`src/logic/hsad_pkg.sv`:
```
// Constants, register map and carrier types of the headset accessory detector
package hsad_pkg;
    // ****************************************************
    // Timing
    // ****************************************************
    localparam int unsigned CLK_PERIOD_NS = 10;
    localparam int unsigned MS_NS = 1000000;
    localparam int unsigned MS_CYCLES = MS_NS / CLK_PERIOD_NS;
    localparam logic [9:0] POLL_MS = 10'h010;
    localparam logic [9:0] BTN_POLL_MS = 10'h002;
    localparam logic [9:0] INS_DEB_MS [8] = '{10'h005, 10'h00a, 10'h014, 10'h032, 10'h064, 10'h0c8, 10'h1f4, 10'h3e8};
    localparam logic [9:0] REM_DEB_MS [4] = '{10'h001, 10'h005, 10'h00a, 10'h014};
    localparam logic [9:0] DET3_MS [4] = '{10'h020, 10'h040, 10'h080, 10'h100};
    localparam logic [9:0] DET4_MS [4] = '{10'h040, 10'h080, 10'h100, 10'h200};
    // Codes for 200, 500, 750 and 100 ohms
    localparam logic [7:0] MIC_THR_CODE [4] = '{8'h32, 8'h7d, 8'hbb, 8'h19};
    // ****************************************************
    // Register map
    // ****************************************************
    localparam logic [3:0] ADDR_CTRL = 4'h0;
    localparam logic [3:0] ADDR_CFG = 4'h1;
    localparam logic [3:0] ADDR_THRESH = 4'h2;
    localparam logic [3:0] ADDR_LOAD_THR = 4'h3;
    localparam logic [3:0] ADDR_BTN_PRESS = 4'h4;
    localparam logic [3:0] ADDR_BTN_ID0 = 4'h5;
    localparam logic [3:0] ADDR_OVR = 4'h8;
    localparam logic [3:0] ADDR_STATUS = 4'h9;
    localparam logic [3:0] ADDR_EVENT = 4'ha;
    localparam logic [3:0] ADDR_MASK = 4'hb;
    localparam logic [7:0] CTRL_RST = 8'h78;
    localparam logic [7:0] CFG_RST = 8'h02;
    localparam logic [7:0] THRESH_RST = 8'h01;
    localparam logic [7:0] LOAD_THR_RST = 8'h40;
    localparam logic [7:0] BTN_PRESS_RST = 8'h20;
    localparam logic [7:0] BTN_ID_RST [3] = '{8'h08, 8'h10, 8'h18};
    localparam logic [7:0] OVR_RST = 8'h00;
    localparam logic [4:0] MASK_RST = 5'h1f;
    // CTRL bits
    localparam int unsigned CTRL_ACC_EN = 0;
    localparam int unsigned CTRL_SYS_ACT = 1;
    localparam int unsigned CTRL_PIN_POL = 2;
    localparam int unsigned CTRL_TYPE_EN = 3;
    localparam int unsigned CTRL_ORDER_EN = 4;
    localparam int unsigned CTRL_BTN_EN = 5;
    localparam int unsigned CTRL_LOAD_EN = 6;
    localparam int unsigned CTRL_MICBIAS = 7;
    // OVR bits
    localparam int unsigned OVR_TYPE = 0;
    localparam int unsigned OVR_TYPE_VAL = 1;
    localparam int unsigned OVR_ORDER = 2;
    localparam int unsigned OVR_ORDER_VAL = 3;
    localparam int unsigned OVR_LOAD = 4;
    localparam int unsigned OVR_LOAD_VAL = 5;
    // EVENT bits
    localparam int unsigned EV_INS = 0;
    localparam int unsigned EV_REM = 1;
    localparam int unsigned EV_DONE = 2;
    localparam int unsigned EV_PRESS = 3;
    localparam int unsigned EV_REL = 4;
    // ****************************************************
    // Types
    // ****************************************************
    typedef enum logic [1:0] {MEAS_CONTACT_A, MEAS_SECOND_RING, MEAS_LOAD, MEAS_BUTTON} hsad_meas_sel_type;
    typedef struct packed {
        logic [3:0] addr;
        logic [7:0] wdata;
        logic wr;
        logic rd;
    } hsad_reg_req_type;
    typedef struct packed {
        logic start;
        hsad_meas_sel_type sel;
        logic src_contact_a;
        logic src_second_ring;
        logic gnd_switch;
    } hsad_meas_req_type;
    typedef struct packed {
        logic done;
        logic [7:0] code;
    } hsad_meas_rsp_type;
endpackage

```
`src/logic/hsad_top.sv`:
```
// Headset accessory detector: jack sensing, type, pin order, load and button detection
//
// Function
// - Detection runs only while detect enable set
// - Jack sensing needs system active and enable
// - Clock requested only while sensing or debouncing
// - Insertion enters mic detect, contact A sourced
// - Below threshold means 3-pole, then poll removal
// - 3-pole keeps re-verifying by periodic pulses
// - Above threshold means 4-pole
// - Pin order by comparing two sourced voltages
// - Load impedance picks headphone or line out
// - Button state polls, no id without bias
// - Bias on lets button identity be measured
// - Further presses ignored until release
// - Type, pin order and load results overridable, every result readable
// - Per measurement enables, per event masks
// - Mic threshold selects 100/200/500/750 ohms
// - Insertion debounce from 5 ms to 1 s
// - Detection duration by rate, then complete event
// - Pin order only for 4-pole, overridable
// - Pin order reported, valid after complete
// - Separate insertion and removal events
// - Events maskable, cleared by writing one
//
// Decided for this implementation: the address-and-strobe port and the register offsets.
`timescale 1ns/100ps
`default_nettype none
module hsad_top #(
    parameter int unsigned MS_CYC = hsad_pkg::MS_CYCLES
) (
    // Clock and reset
    input wire logic ref_clk,
    input wire logic arst_n,
    // Register port
    input wire hsad_pkg::hsad_reg_req_type reg_req,
    output logic [7:0] reg_rdata_q,
    // Jack detect pin
    input wire logic jack_det_pin,
    // Measurement front end
    output hsad_pkg::hsad_meas_req_type meas_req_q,
    input wire hsad_pkg::hsad_meas_rsp_type meas_rsp,
    // System side
    output logic clk_req_q,
    output logic wake_q,
    output logic micbias_en_q,
    output logic event_any_q
);
    localparam int TW = $clog2(MS_CYC + 1);

    typedef enum logic [3:0] {ST_IDLE, ST_INS_DEB, ST_MIC_DET, ST_ORDER_A, ST_ORDER_B, ST_LOAD_DET,
        ST_WAIT_DONE, ST_JACK_POLL, ST_BUTTON, ST_REM_DEB} hsad_state_type;

    // ****************************************************
    // Registers
    // ****************************************************
    logic [7:0] ctrl_q, cfg_q, thresh_q, load_thr_q, btn_press_q, ovr_q;
    logic [7:0] btn_id_q [3];
    logic [4:0] ev_q, ev_set_q, mask_q;
    hsad_state_type state_q, ret_q;
    logic [2:0] pin_s_q;
    logic pin_lvl_q;
    logic [TW-1:0] tick_cnt_q;
    logic tick_q;
    logic [9:0] deb_ms_q, det_ms_q, poll_ms_q;
    logic busy_q, inserted_q, four_q, order_q, line_q, complete_q;
    logic held_q, id_valid_q;
    logic [1:0] btn_id_res_q;
    logic [7:0] va_q;

    wire wr_hit = reg_req.wr;
    wire [4:0] ev_clr = (wr_hit && reg_req.addr == hsad_pkg::ADDR_EVENT) ? reg_req.wdata[4:0] : 5'h00;
    wire enabled = ctrl_q[hsad_pkg::CTRL_ACC_EN] & ctrl_q[hsad_pkg::CTRL_SYS_ACT];
    wire present = pin_lvl_q == ctrl_q[hsad_pkg::CTRL_PIN_POL];
    wire type_en = ctrl_q[hsad_pkg::CTRL_TYPE_EN];
    wire order_en = ctrl_q[hsad_pkg::CTRL_ORDER_EN];
    wire btn_en = ctrl_q[hsad_pkg::CTRL_BTN_EN];
    wire load_en = ctrl_q[hsad_pkg::CTRL_LOAD_EN];
    wire [7:0] code = meas_rsp.code;
    wire done = busy_q & meas_rsp.done;
    wire [7:0] mic_thr = hsad_pkg::MIC_THR_CODE[thresh_q[1:0]];
    // overrides applied on top of measured results
    wire four_eff = ovr_q[hsad_pkg::OVR_TYPE] ? ovr_q[hsad_pkg::OVR_TYPE_VAL] : four_q;
    wire order_eff = ovr_q[hsad_pkg::OVR_ORDER] ? ovr_q[hsad_pkg::OVR_ORDER_VAL] : order_q;
    wire line_eff = ovr_q[hsad_pkg::OVR_LOAD] ? ovr_q[hsad_pkg::OVR_LOAD_VAL] : line_q;
    wire [9:0] ins_deb_ms = hsad_pkg::INS_DEB_MS[cfg_q[2:0]];
    wire [9:0] rem_deb_ms = hsad_pkg::REM_DEB_MS[cfg_q[4:3]];
    // detection duration depends on jack type
    wire [9:0] det_len = four_eff ? hsad_pkg::DET4_MS[cfg_q[6:5]] : hsad_pkg::DET3_MS[cfg_q[6:5]];
    wire deb_run = state_q == ST_INS_DEB || state_q == ST_REM_DEB;
    wire det_run = state_q != ST_IDLE && state_q != ST_INS_DEB;
    wire poll_due = poll_ms_q >= (state_q == ST_BUTTON ? hsad_pkg::BTN_POLL_MS : hsad_pkg::POLL_MS);
    wire meas_state = state_q == ST_MIC_DET || state_q == ST_ORDER_A || state_q == ST_ORDER_B
        || state_q == ST_LOAD_DET;
    wire poll_go = (state_q == ST_JACK_POLL && type_en && poll_due) || (state_q == ST_BUTTON && btn_en && poll_due);
    wire issue = !busy_q && (meas_state || poll_go);
    wire hsad_pkg::hsad_meas_sel_type sel_w = (state_q == ST_ORDER_B) ? hsad_pkg::MEAS_SECOND_RING :
        (state_q == ST_LOAD_DET) ? hsad_pkg::MEAS_LOAD :
        (state_q == ST_BUTTON) ? hsad_pkg::MEAS_BUTTON : hsad_pkg::MEAS_CONTACT_A;
    wire press = code < btn_press_q;
    wire four_meas = code > mic_thr;
    wire [3:0] after_mic = four_meas ? (order_en ? ST_ORDER_A : (load_en ? ST_LOAD_DET : ST_WAIT_DONE))
        : (load_en ? ST_LOAD_DET : ST_WAIT_DONE);

    // ****************************************************
    // Button identity
    // ****************************************************
    wire [2:0] above;
    genvar gi;
    generate
        for (gi = 0; gi < 3; gi++)
        begin : g_btn
            assign above[gi] = code >= btn_id_q[gi];
        end
    endgenerate
    wire [1:0] btn_id_w = 2'({1'b0, above[0]} + {1'b0, above[1]} + {1'b0, above[2]});

    // ****************************************************
    // Register read
    // ****************************************************
    wire [7:0] status_w = {id_valid_q, btn_id_res_q, held_q, line_eff, order_eff, four_eff, inserted_q};
    wire [7:0] rd_mux = (reg_req.addr == hsad_pkg::ADDR_CTRL) ? ctrl_q :
        (reg_req.addr == hsad_pkg::ADDR_CFG) ? cfg_q :
        (reg_req.addr == hsad_pkg::ADDR_THRESH) ? thresh_q :
        (reg_req.addr == hsad_pkg::ADDR_LOAD_THR) ? load_thr_q :
        (reg_req.addr == hsad_pkg::ADDR_BTN_PRESS) ? btn_press_q :
        (reg_req.addr == hsad_pkg::ADDR_BTN_ID0) ? btn_id_q[0] :
        (reg_req.addr == 4'(hsad_pkg::ADDR_BTN_ID0 + 4'h1)) ? btn_id_q[1] :
        (reg_req.addr == 4'(hsad_pkg::ADDR_BTN_ID0 + 4'h2)) ? btn_id_q[2] :
        (reg_req.addr == hsad_pkg::ADDR_OVR) ? ovr_q :
        (reg_req.addr == hsad_pkg::ADDR_STATUS) ? status_w :
        (reg_req.addr == hsad_pkg::ADDR_EVENT) ? {3'h0, ev_q} :
        (reg_req.addr == hsad_pkg::ADDR_MASK) ? {3'h0, mask_q} : 8'h00;

    always_ff @(posedge ref_clk or negedge arst_n)
    begin
        if (!arst_n)
            reg_rdata_q <= 8'h00;
        else
            reg_rdata_q <= reg_req.rd ? rd_mux : 8'h00;
    end

    // ****************************************************
    // Register write
    // ****************************************************
    // host controls, enables, thresholds, overrides
    always_ff @(posedge ref_clk or negedge arst_n)
    begin
        if (!arst_n)
        begin
            ctrl_q <= hsad_pkg::CTRL_RST;
            cfg_q <= hsad_pkg::CFG_RST;
            thresh_q <= hsad_pkg::THRESH_RST;
            load_thr_q <= hsad_pkg::LOAD_THR_RST;
            btn_press_q <= hsad_pkg::BTN_PRESS_RST;
            btn_id_q <= hsad_pkg::BTN_ID_RST;
            ovr_q <= hsad_pkg::OVR_RST;
            mask_q <= hsad_pkg::MASK_RST;
        end
        else if (wr_hit)
        begin
            unique case (reg_req.addr)
                hsad_pkg::ADDR_CTRL: ctrl_q <= reg_req.wdata;
                hsad_pkg::ADDR_CFG: cfg_q <= {1'b0, reg_req.wdata[6:0]};
                hsad_pkg::ADDR_THRESH: thresh_q <= {6'h00, reg_req.wdata[1:0]};
                hsad_pkg::ADDR_LOAD_THR: load_thr_q <= reg_req.wdata;
                hsad_pkg::ADDR_BTN_PRESS: btn_press_q <= reg_req.wdata;
                4'h5: btn_id_q[0] <= reg_req.wdata;
                4'h6: btn_id_q[1] <= reg_req.wdata;
                4'h7: btn_id_q[2] <= reg_req.wdata;
                hsad_pkg::ADDR_OVR: ovr_q <= {2'h0, reg_req.wdata[5:0]};
                hsad_pkg::ADDR_MASK: mask_q <= reg_req.wdata[4:0];
                default: ;
            endcase
        end
    end

    // ****************************************************
    // Events
    // ****************************************************
    // sticky events, write one clears, set wins
    always_ff @(posedge ref_clk or negedge arst_n)
    begin
        if (!arst_n)
        begin
            ev_q <= 5'h00;
            event_any_q <= 1'b0;
        end
        else
        begin
            ev_q <= (ev_q & ~ev_clr) | ev_set_q;
            // per event mask gates the summary only
            event_any_q <= |(ev_q & ~mask_q);
        end
    end

    // ****************************************************
    // Pin synchroniser and millisecond timebase
    // ****************************************************
    always_ff @(posedge ref_clk or negedge arst_n)
    begin
        if (!arst_n)
        begin
            pin_s_q <= 3'h0;
            pin_lvl_q <= 1'b0;
            tick_cnt_q <= '0;
            tick_q <= 1'b0;
        end
        else
        begin
            pin_s_q <= {pin_s_q[1:0], jack_det_pin};
            if (pin_s_q[1] == pin_s_q[2])
                pin_lvl_q <= pin_s_q[2];
            tick_q <= tick_cnt_q == TW'(MS_CYC - 1);
            tick_cnt_q <= (tick_cnt_q == TW'(MS_CYC - 1)) ? '0 : TW'(tick_cnt_q + 1'b1);
        end
    end

    // Counters saturate so a long idle poll cannot wrap
    always_ff @(posedge ref_clk or negedge arst_n)
    begin
        if (!arst_n)
        begin
            deb_ms_q <= 10'h000;
            det_ms_q <= 10'h000;
            poll_ms_q <= 10'h000;
        end
        else
        begin
            deb_ms_q <= !deb_run ? 10'h000 : deb_ms_q + {9'h000, tick_q && deb_ms_q != 10'h3ff};
            det_ms_q <= !det_run ? 10'h000 : det_ms_q + {9'h000, tick_q && det_ms_q != 10'h3ff};
            poll_ms_q <= (issue || busy_q) ? 10'h000 : poll_ms_q + {9'h000, tick_q && poll_ms_q != 10'h3ff};
        end
    end

    // ****************************************************
    // Detection sequence
    // ****************************************************
    always_ff @(posedge ref_clk or negedge arst_n)
    begin
        if (!arst_n)
        begin
            state_q <= ST_IDLE;
            ret_q <= ST_IDLE;
            meas_req_q <= '0;
            busy_q <= 1'b0;
            ev_set_q <= 5'h00;
            inserted_q <= 1'b0;
            four_q <= 1'b0;
            order_q <= 1'b0;
            line_q <= 1'b0;
            complete_q <= 1'b0;
            held_q <= 1'b0;
            id_valid_q <= 1'b0;
            btn_id_res_q <= 2'h0;
            va_q <= 8'h00;
        end
        else
        begin
            ev_set_q <= 5'h00;
            meas_req_q.start <= issue;
            if (issue)
            begin
                // contact A sourced with second ring grounded in mic detect and jack poll only
                meas_req_q.sel <= sel_w;
                meas_req_q.src_contact_a <= sel_w == hsad_pkg::MEAS_CONTACT_A;
                meas_req_q.src_second_ring <= sel_w == hsad_pkg::MEAS_SECOND_RING;
                meas_req_q.gnd_switch <= state_q == ST_MIC_DET || state_q == ST_JACK_POLL;
                busy_q <= 1'b1;
            end
            else if (done)
            begin
                busy_q <= 1'b0;
                meas_req_q.src_contact_a <= 1'b0;
                meas_req_q.src_second_ring <= 1'b0;
                meas_req_q.gnd_switch <= 1'b0;
            end
            if (!enabled)
            begin
                state_q <= ST_IDLE;
                busy_q <= 1'b0;
                meas_req_q <= '0;
                inserted_q <= 1'b0;
                complete_q <= 1'b0;
                held_q <= 1'b0;
            end
            else if (det_run && state_q != ST_REM_DEB && !present)
            begin
                ret_q <= state_q;
                state_q <= ST_REM_DEB;
                busy_q <= 1'b0;
                meas_req_q <= '0;
            end
            else
            begin
                unique case (state_q)
                    ST_IDLE:
                        if (present)
                            state_q <= ST_INS_DEB;
                    ST_INS_DEB:
                        if (!present)
                            state_q <= ST_IDLE;
                        else if (deb_ms_q >= ins_deb_ms)
                        begin
                            inserted_q <= 1'b1;
                            ev_set_q[hsad_pkg::EV_INS] <= 1'b1;
                            four_q <= 1'b0;
                            state_q <= type_en ? ST_MIC_DET : (load_en ? ST_LOAD_DET : ST_WAIT_DONE);
                        end
                    ST_MIC_DET:
                        if (done)
                        begin
                            four_q <= four_meas;
                            state_q <= hsad_state_type'(after_mic);
                        end
                    ST_ORDER_A:
                        if (done)
                        begin
                            va_q <= code;
                            state_q <= ST_ORDER_B;
                        end
                    ST_ORDER_B:
                        // higher voltage contact is the mic
                        if (done)
                        begin
                            order_q <= !(va_q > code);
                            state_q <= load_en ? ST_LOAD_DET : ST_WAIT_DONE;
                        end
                    ST_LOAD_DET:
                        if (done)
                        begin
                            line_q <= code > load_thr_q;
                            state_q <= ST_WAIT_DONE;
                        end
                    ST_WAIT_DONE:
                        if (det_ms_q >= det_len)
                        begin
                            complete_q <= 1'b1;
                            ev_set_q[hsad_pkg::EV_DONE] <= 1'b1;
                            state_q <= (four_eff && btn_en) ? ST_BUTTON : ST_JACK_POLL;
                        end
                    ST_JACK_POLL:
                        if (done && !four_eff && four_meas)
                        begin
                            complete_q <= 1'b0;
                            state_q <= ST_MIC_DET;
                        end
                    ST_BUTTON:
                        if (done)
                        begin
                            // one press at a time, id only with bias
                            if (!held_q && press)
                            begin
                                held_q <= 1'b1;
                                ev_set_q[hsad_pkg::EV_PRESS] <= 1'b1;
                                btn_id_res_q <= ctrl_q[hsad_pkg::CTRL_MICBIAS] ? btn_id_w : 2'h0;
                                id_valid_q <= ctrl_q[hsad_pkg::CTRL_MICBIAS];
                            end
                            else if (held_q && !press)
                            begin
                                held_q <= 1'b0;
                                ev_set_q[hsad_pkg::EV_REL] <= 1'b1;
                            end
                        end
                    ST_REM_DEB:
                        if (present)
                            state_q <= ret_q;
                        else if (deb_ms_q >= rem_deb_ms)
                        begin
                            state_q <= ST_IDLE;
                            ev_set_q[hsad_pkg::EV_REM] <= 1'b1;
                            inserted_q <= 1'b0;
                            four_q <= 1'b0;
                            order_q <= 1'b0;
                            line_q <= 1'b0;
                            complete_q <= 1'b0;
                            held_q <= 1'b0;
                            id_valid_q <= 1'b0;
                            btn_id_res_q <= 2'h0;
                        end
                endcase
            end
        end
    end

    // ****************************************************
    // System side outputs
    // ****************************************************
    // the clock is only needed while something changes or runs
    always_ff @(posedge ref_clk or negedge arst_n)
    begin
        if (!arst_n)
        begin
            clk_req_q <= 1'b0;
            wake_q <= 1'b0;
            micbias_en_q <= 1'b0;
        end
        else
        begin
            clk_req_q <= enabled && (state_q != ST_IDLE || present);
            wake_q <= enabled && present;
            // host bias only reaches a 4-pole jack
            micbias_en_q <= ctrl_q[hsad_pkg::CTRL_MICBIAS] && inserted_q && four_eff && complete_q;
        end
    end
endmodule // hsad_top
`default_nettype wire
```
`config.mk`:
```
export PLATFORM = sky130hd
export DESIGN_NAME = hsad_top
export DESIGN_NICKNAME = d
export VERILOG_FILES = /design/src/logic/hsad_pkg.sv /design/src/logic/hsad_top.sv
export SDC_FILE = /design/constraint.sdc
export NUM_CORES = 1
export LEC_CHECK = 0
export BUFFER_PORTS_ARGS = -buffer_cell sky130_fd_sc_hd__buf_2
export CAP_MARGIN = 0
export CORE_ASPECT_RATIO = 0.8
export CORE_MARGIN = 3
export CORE_UTILIZATION = 55
export DETAILED_ROUTE_END_ITERATION = 10
export PLACE_DENSITY = 0.72
export SYNTH_ARGS = -nofsm -noshare
export SYNTH_HDL_FRONTEND = slang
export SYNTH_SLANG_ARGS = --single-unit
```
`constraint.sdc`:
```
create_clock -name ref_clk -period 8 [get_ports ref_clk]
set_input_delay 0 -clock ref_clk [delete_from_list [all_inputs] [get_ports ref_clk]]
set_output_delay 0 -clock ref_clk [all_outputs]
set_load 0.05 [all_outputs]
```
==> run_summary.xml <==
<?xml version="1.0" encoding="UTF-8"?>
<metrics>
  <group name="clock_network">
    <metric name="numClockSinks" unit="">174</metric>
    <metric name="cts_max_path_buffers" unit="">2</metric>
    <metric name="cts_setup_buffers" unit="">0</metric>
    <metric name="worst_skew_pair.late_latency" unit="ns">0.44</metric>
    <metric name="htree_levels" unit="">4</metric>
    <metric name="cts-root-buf" unit="">sky130_fd_sc_hd__clkbuf_16</metric>
    <metric name="clkTransAtPathRegs" unit="ns">0.07</metric>
    <metric name="tritoncts_clock_tree" unit="">yes</metric>
    <metric name="ctsResizeCount" unit="">0</metric>
    <metric name="clock_buffers_created_by_tritoncts" unit="">17</metric>
  </group>
  <group name="sta">
    <metric name="achievable-frequency" unit="MHz">317.7</metric>
    <metric name="worst_clock_skew" unit="ns">0.009776</metric>
    <metric name="finalCritPeriodShare" unit="%">39.35</metric>
    <metric name="slew_headroom" unit="%">27.59</metric>
    <metric name="post-route-min-period" unit="ns">3.148</metric>
    <metric name="timing.final.hold_violations" unit="">0</metric>
    <metric name="post-route-worst-setup-slack" unit="ns">4.852</metric>
    <metric name="timing.final.max_slew_violations" unit="">0</metric>
    <metric name="tightestPinTransition" unit="ns">1.082</metric>
    <metric name="finalSetupViolCount" unit="">0</metric>
    <metric name="rsz0062_at_grt" unit="">no</metric>
    <metric name="timing.setup.tns" unit="ns">0</metric>
  </group>
  <group name="layout">
    <metric name="fillerInstances" unit="">1487</metric>
    <metric name="multi_input_comb_area" unit="mm²">0.005426</metric>
    <metric name="ff_latch_area" unit="mm²">0.004375</metric>
    <metric name="synthesis_to_finish_area_growth" unit="%">11.56</metric>
    <metric name="antenna-diode-count" unit="">0</metric>
    <metric name="nets" unit="">1239</metric>
    <metric name="layout-drive-gt1-share" unit="%">13.86</metric>
  </group>
  <group name="logic_synthesis">
    <metric name="synth.mux.area_fraction" unit="%">7.269</metric>
    <metric name="synth-main-ff-cell" unit="">sky130_fd_sc_hd__dfrtp_1</metric>
    <metric name="ys.warnings.count" unit="">0</metric>
    <metric name="netlist_instances" unit="">1086</metric>
    <metric name="synth.yosys.seq_area_share" unit="%">42.72</metric>
    <metric name="synthArstFlopShare" unit="%">100.0</metric>
    <metric name="synth.ff_latch_count" unit="">174</metric>
    <metric name="post_synth_edffs" unit="">0</metric>
    <metric name="synth.avg_cell_area" unit="µm²">9.431</metric>
    <metric name="area_fraction_in_compound_gates_after_synthesis" unit="%">14.67</metric>
    <metric name="synth_cell_type_count" unit="">76</metric>
    <metric name="post_synth_xor_area_fraction" unit="%">3.249</metric>
    <metric name="yosys.area_share.adder" unit="%">10.68</metric>
    <metric name="syn_nets" unit="">1198</metric>
    <metric name="synth-simple-area-share" unit="%">17.11</metric>
    <metric name="combinational_family_with_the_most_area_after_synthesis" unit="">simple AND/OR/NAND/NOR gates</metric>
    <metric name="netlist_area_before_placement" unit="mm²">0.01024</metric>
  </group>
  <group name="floorplanning">
    <metric name="num_rows" unit="">43</metric>
    <metric name="die_width" unit="µm">158.6</metric>
    <metric name="die_area" unit="mm²">0.02031</metric>
    <metric name="boundaryPins" unit="">44</metric>
    <metric name="die_h" unit="µm">128.1</metric>
    <metric name="floorplan.initialDensity" unit="%">57.51</metric>
    <metric name="core_region_area" unit="mm²">0.01781</metric>
  </group>
  <group name="global_routing">
    <metric name="groute.usage.overall" unit="%">26.88</metric>
    <metric name="grt_remaining_overflow" unit="">0</metric>
    <metric name="global_route_wire_length_before_repair" unit="µm">42280</metric>
    <metric name="maximum_number_of_pins_on_one_net_before_global_route_repair" unit="">95</metric>
    <metric name="first_global_vias" unit="">7881</metric>
    <metric name="antenna_found_initial" unit="">0</metric>
  </group>
  <group name="power_and_ir_drop">
    <metric name="cellLeakagePower" unit="nW">5.260</metric>
    <metric name="power" unit="mW">2.512</metric>
    <metric name="max-vdd-ir-drop" unit="V">0.0001750</metric>
    <metric name="power_density_cells" unit="mW/mm²">219.9</metric>
  </group>
  <group name="place">
    <metric name="hpwl" unit="µm">18540</metric>
    <metric name="port_buffers" unit="">43</metric>
    <metric name="dpl_worst_slack" unit="ns">4.932</metric>
    <metric name="gp_congestion" unit="">0.9060</metric>
  </group>
  <group name="critical_path">
    <metric name="critical-path-max-stage-delay" unit="ns">0.69</metric>
    <metric name="timing.rr.start" unit="">btn_press_q[1]</metric>
    <metric name="reg2reg_to" unit="">btn_id_res_q[1]</metric>
    <metric name="critical_path.most_common_cell" unit="">sky130_fd_sc_hd__ha_1</metric>
    <metric name="critPathSlowestCell" unit="">sky130_fd_sc_hd__a221oi_1</metric>
    <metric name="worst_setup_path_start_kind" unit="">register</metric>
    <metric name="setup.worst_path.class" unit="">register to register</metric>
    <metric name="ff2ff_setup_slack" unit="ns">4.85</metric>
    <metric name="reg2regPathDepth" unit="">12</metric>
    <metric name="setup.worst_path.end_class" unit="">register</metric>
    <metric name="worstPathRequired" unit="ns">8.32</metric>
    <metric name="timing.critical_path.fanout_max" unit="">3</metric>
    <metric name="startpoint" unit="">btn_press_q[1]</metric>
    <metric name="critPathArrivalTime" unit="ns">3.47</metric>
    <metric name="cp_cell_sequence" unit="">inv_1 &gt; ha_1 &gt; a21boi_0 &gt; o21a_1 &gt; o21ai_0 &gt; a21oi_1 &gt; o211ai_1 &gt; and2_1 &gt; ha_1 &gt; nand4_1 &gt; a221oi_1 &gt; mux2_2</metric>
    <metric name="timing.critical_path.to" unit="">btn_id_res_q[1]</metric>
  </group>
  <group name="run_status">
    <metric name="status" unit="">complete, no violations</metric>
  </group>
  <group name="routing">
    <metric name="drtIter0Drc" unit="">774</metric>
    <metric name="tritonroute_pass_1_iters" unit="">5</metric>
    <metric name="drcViolationCount" unit="">0</metric>
    <metric name="drt-wirelength-per-cell" unit="µm">18.87</metric>
    <metric name="vias" unit="">8179</metric>
    <metric name="antenna_violating_nets_post_route" unit="">0</metric>
    <metric name="viasPerCell" unit="">5.897</metric>
    <metric name="drt-total-wl" unit="µm">26180</metric>
  </group>
  <group name="hold_path">
    <metric name="worst_hold_path_type" unit="">primary input to register</metric>
    <metric name="hold-path-cell-count" unit="">3</metric>
  </group>
  <group name="flow_run">
    <metric name="cap_viol_max_count" unit="">0</metric>
  </group>
</metrics>
state kept, by name, summed over array words and instances (netlist names), 4 cells and up:
name,cells
ev_set_q,5
ev_q,5
det_ms_q,10
mask_q,5
meas_req_q,6
load_thr_q,8
reg_rdata_q,8
ovr_q,6
deb_ms_q,10
cfg_q,7
tick_cnt_q,17
btn_press_q,8
va_q,8
btn_id_q,24
ret_q,4
poll_ms_q,10
ctrl_q,8
state_q,4
per-layer routing:
| metal | vias to the layer above | GRT usage [%] | share of wire, % | wire length [µm] |
|---|---|---|---|---|
| met2 | 333 | 39.03 | 43 | 11240 |
| met3 | 28 | 7.661 | 9.3 | 2439 |
| met5 | - | 0 | 0 | 0 |
| met4 | 0 | 5.311 | 1.1 | 278 |
| li1 | 3905 | - | - | - |
| met1 | 3913 | 40.43 | 47 | 12210 |
worst min path at each step:
stage	start	to	slack, ns
6_report	meas_rsp[0]	va_q[0]	0.04
5_1_grt	meas_rsp[0]	va_q[0]	0.09
4_1_cts	meas_rsp[0]	va_q[0]	0.04
3_5_place_dp	jack_det_pin	pin_s_q[0]	0.11
3_3_place_gp	jack_det_pin	pin_s_q[0]	0.11
2_1_floorplan	arst_n	btn_id_q[0]	-0.30
synthesized netlist by cell type, types with 4 or more instances:
library cell	instances	area, µm²
sky130_fd_sc_hd__and3_1	13	81.33
sky130_fd_sc_hd__mux2i_1	14	140.1
sky130_fd_sc_hd__nor2_1	99	371.6
sky130_fd_sc_hd__o211ai_1	6	45.04
sky130_fd_sc_hd__buf_2	4	20.02
sky130_fd_sc_hd__a31oi_1	10	62.56
sky130_fd_sc_hd__or2_2	5	31.28
sky130_fd_sc_hd__o21a_1	10	75.07
sky130_fd_sc_hd__mux2_2	45	506.7
sky130_fd_sc_hd__nor4_1	4	25.02
sky130_fd_sc_hd__dfrtp_1	157	3929
sky130_fd_sc_hd__nand3_1	42	210.2
sky130_fd_sc_hd__nand2_1	116	435.4
sky130_fd_sc_hd__and2_1	7	43.79
sky130_fd_sc_hd__xnor2_1	16	140.1
sky130_fd_sc_hd__nor3_1	13	65.06
sky130_fd_sc_hd__or3_1	10	62.56
sky130_fd_sc_hd__nand2b_1	15	93.84
sky130_fd_sc_hd__inv_1	69	259.0
sky130_fd_sc_hd__a21oi_1	50	250.2
sky130_fd_sc_hd__dfstp_2	17	446.7
sky130_fd_sc_hd__o21ai_0	91	455.4
sky130_fd_sc_hd__a22oi_1	6	45.04
sky130_fd_sc_hd__a21o_1	12	90.09
sky130_fd_sc_hd__clkbuf_1	34	127.6
sky130_fd_sc_hd__a211oi_1	11	82.58
sky130_fd_sc_hd__nor2b_1	20	125.1
sky130_fd_sc_hd__xor2_1	22	192.7
sky130_fd_sc_hd__nand4_1	11	68.82
sky130_fd_sc_hd__ha_1	85	1064
sky130_fd_sc_hd__o22ai_1	5	31.28
stage by stage:
step	hold slack, ns	std cells	utilization, %	cell area (µm²)
finish	0.03643	1387	64.16	11430
floorplan	-0.2956	1086	-	10240
global placement	0.1083	1336	59.58	10610
global route	0.09174	1387	64.16	11430
CTS	0.04131	1387	64.16	11430
detailed placement	0.1109	1336	59.58	10610
cell families (layout without fill, tap and decap cells):
logic type | Yosys count | in the layout
XOR/XNOR | 38 | 38
AND/OR/NAND/NOR | 370 | 370
multiplexers | 64 | 64
AO/OA/AOI/OAI | 241 | 241
buffers and inverters | 112 | 166
flip-flops | 174 | 174
adder cells (fa/ha/maj) | 87 | 87
power by group:
group          switching (mW)  internal (mW)
Clock                   0.387          0.504
Combinational           0.329          0.217
Sequential             0.0906          0.985
Total                   0.807           1.71
cell usage in the layout (no fill, tap or decap), types with 10 or more instances in the layout:
cell                            netlist  layout
sky130_fd_sc_hd__nand4_1             11      11
sky130_fd_sc_hd__nand3_1             42      42
sky130_fd_sc_hd__a211oi_1            11      11
sky130_fd_sc_hd__nor2b_1             20      20
sky130_fd_sc_hd__nor3_1              13      13
sky130_fd_sc_hd__a21oi_1             50      50
sky130_fd_sc_hd__inv_1               69      69
sky130_fd_sc_hd__a31oi_1             10      10
sky130_fd_sc_hd__mux2_2              45      45
sky130_fd_sc_hd__nor2_1              99      99
sky130_fd_sc_hd__nand2_1            116     116
sky130_fd_sc_hd__xnor2_1             16      16
sky130_fd_sc_hd__xor2_1              22      22
sky130_fd_sc_hd__mux2i_1             14      14
sky130_fd_sc_hd__dfstp_2             17      17
sky130_fd_sc_hd__ha_1                85      85
sky130_fd_sc_hd__nand2b_1            15      15
sky130_fd_sc_hd__o21ai_0             91      91
sky130_fd_sc_hd__buf_2                4      42
sky130_fd_sc_hd__clkbuf_16            0      17
sky130_fd_sc_hd__a21o_1              12      12
sky130_fd_sc_hd__and3_1              13      13
sky130_fd_sc_hd__dlygate4sd3_1        0      19
sky130_fd_sc_hd__dfrtp_1            157     157
sky130_fd_sc_hd__o21a_1              10      10
sky130_fd_sc_hd__or3_1               10      10
area by class of cell:
cell class	count	share of cell area, %
inverters	70	2.300
well taps	247	2.705
clock inverters	15	1.752
repair buffers	64	3.734
clock buffers	17	3.723
multi-input cells	800	47.49
flip-flops and latches	174	38.29
critical path: cells and delay by family (launching register included):
family | cells | cell delay, ns
compound gates | 6 | 1.44
mux | 1 | 0.41
fa+ha+maj | 2 | 0.38
flops | 1 | 0.37
simple gates | 2 | 0.36
buf+inv | 1 | 0.07
timing repair:
item,in CTS,in global routing
endpoints found under the hold margin,147,0
hold buffers,19,0
endpoints found under the setup margin,0,0
Note: power is estimated with default switching activity, not from simulation.
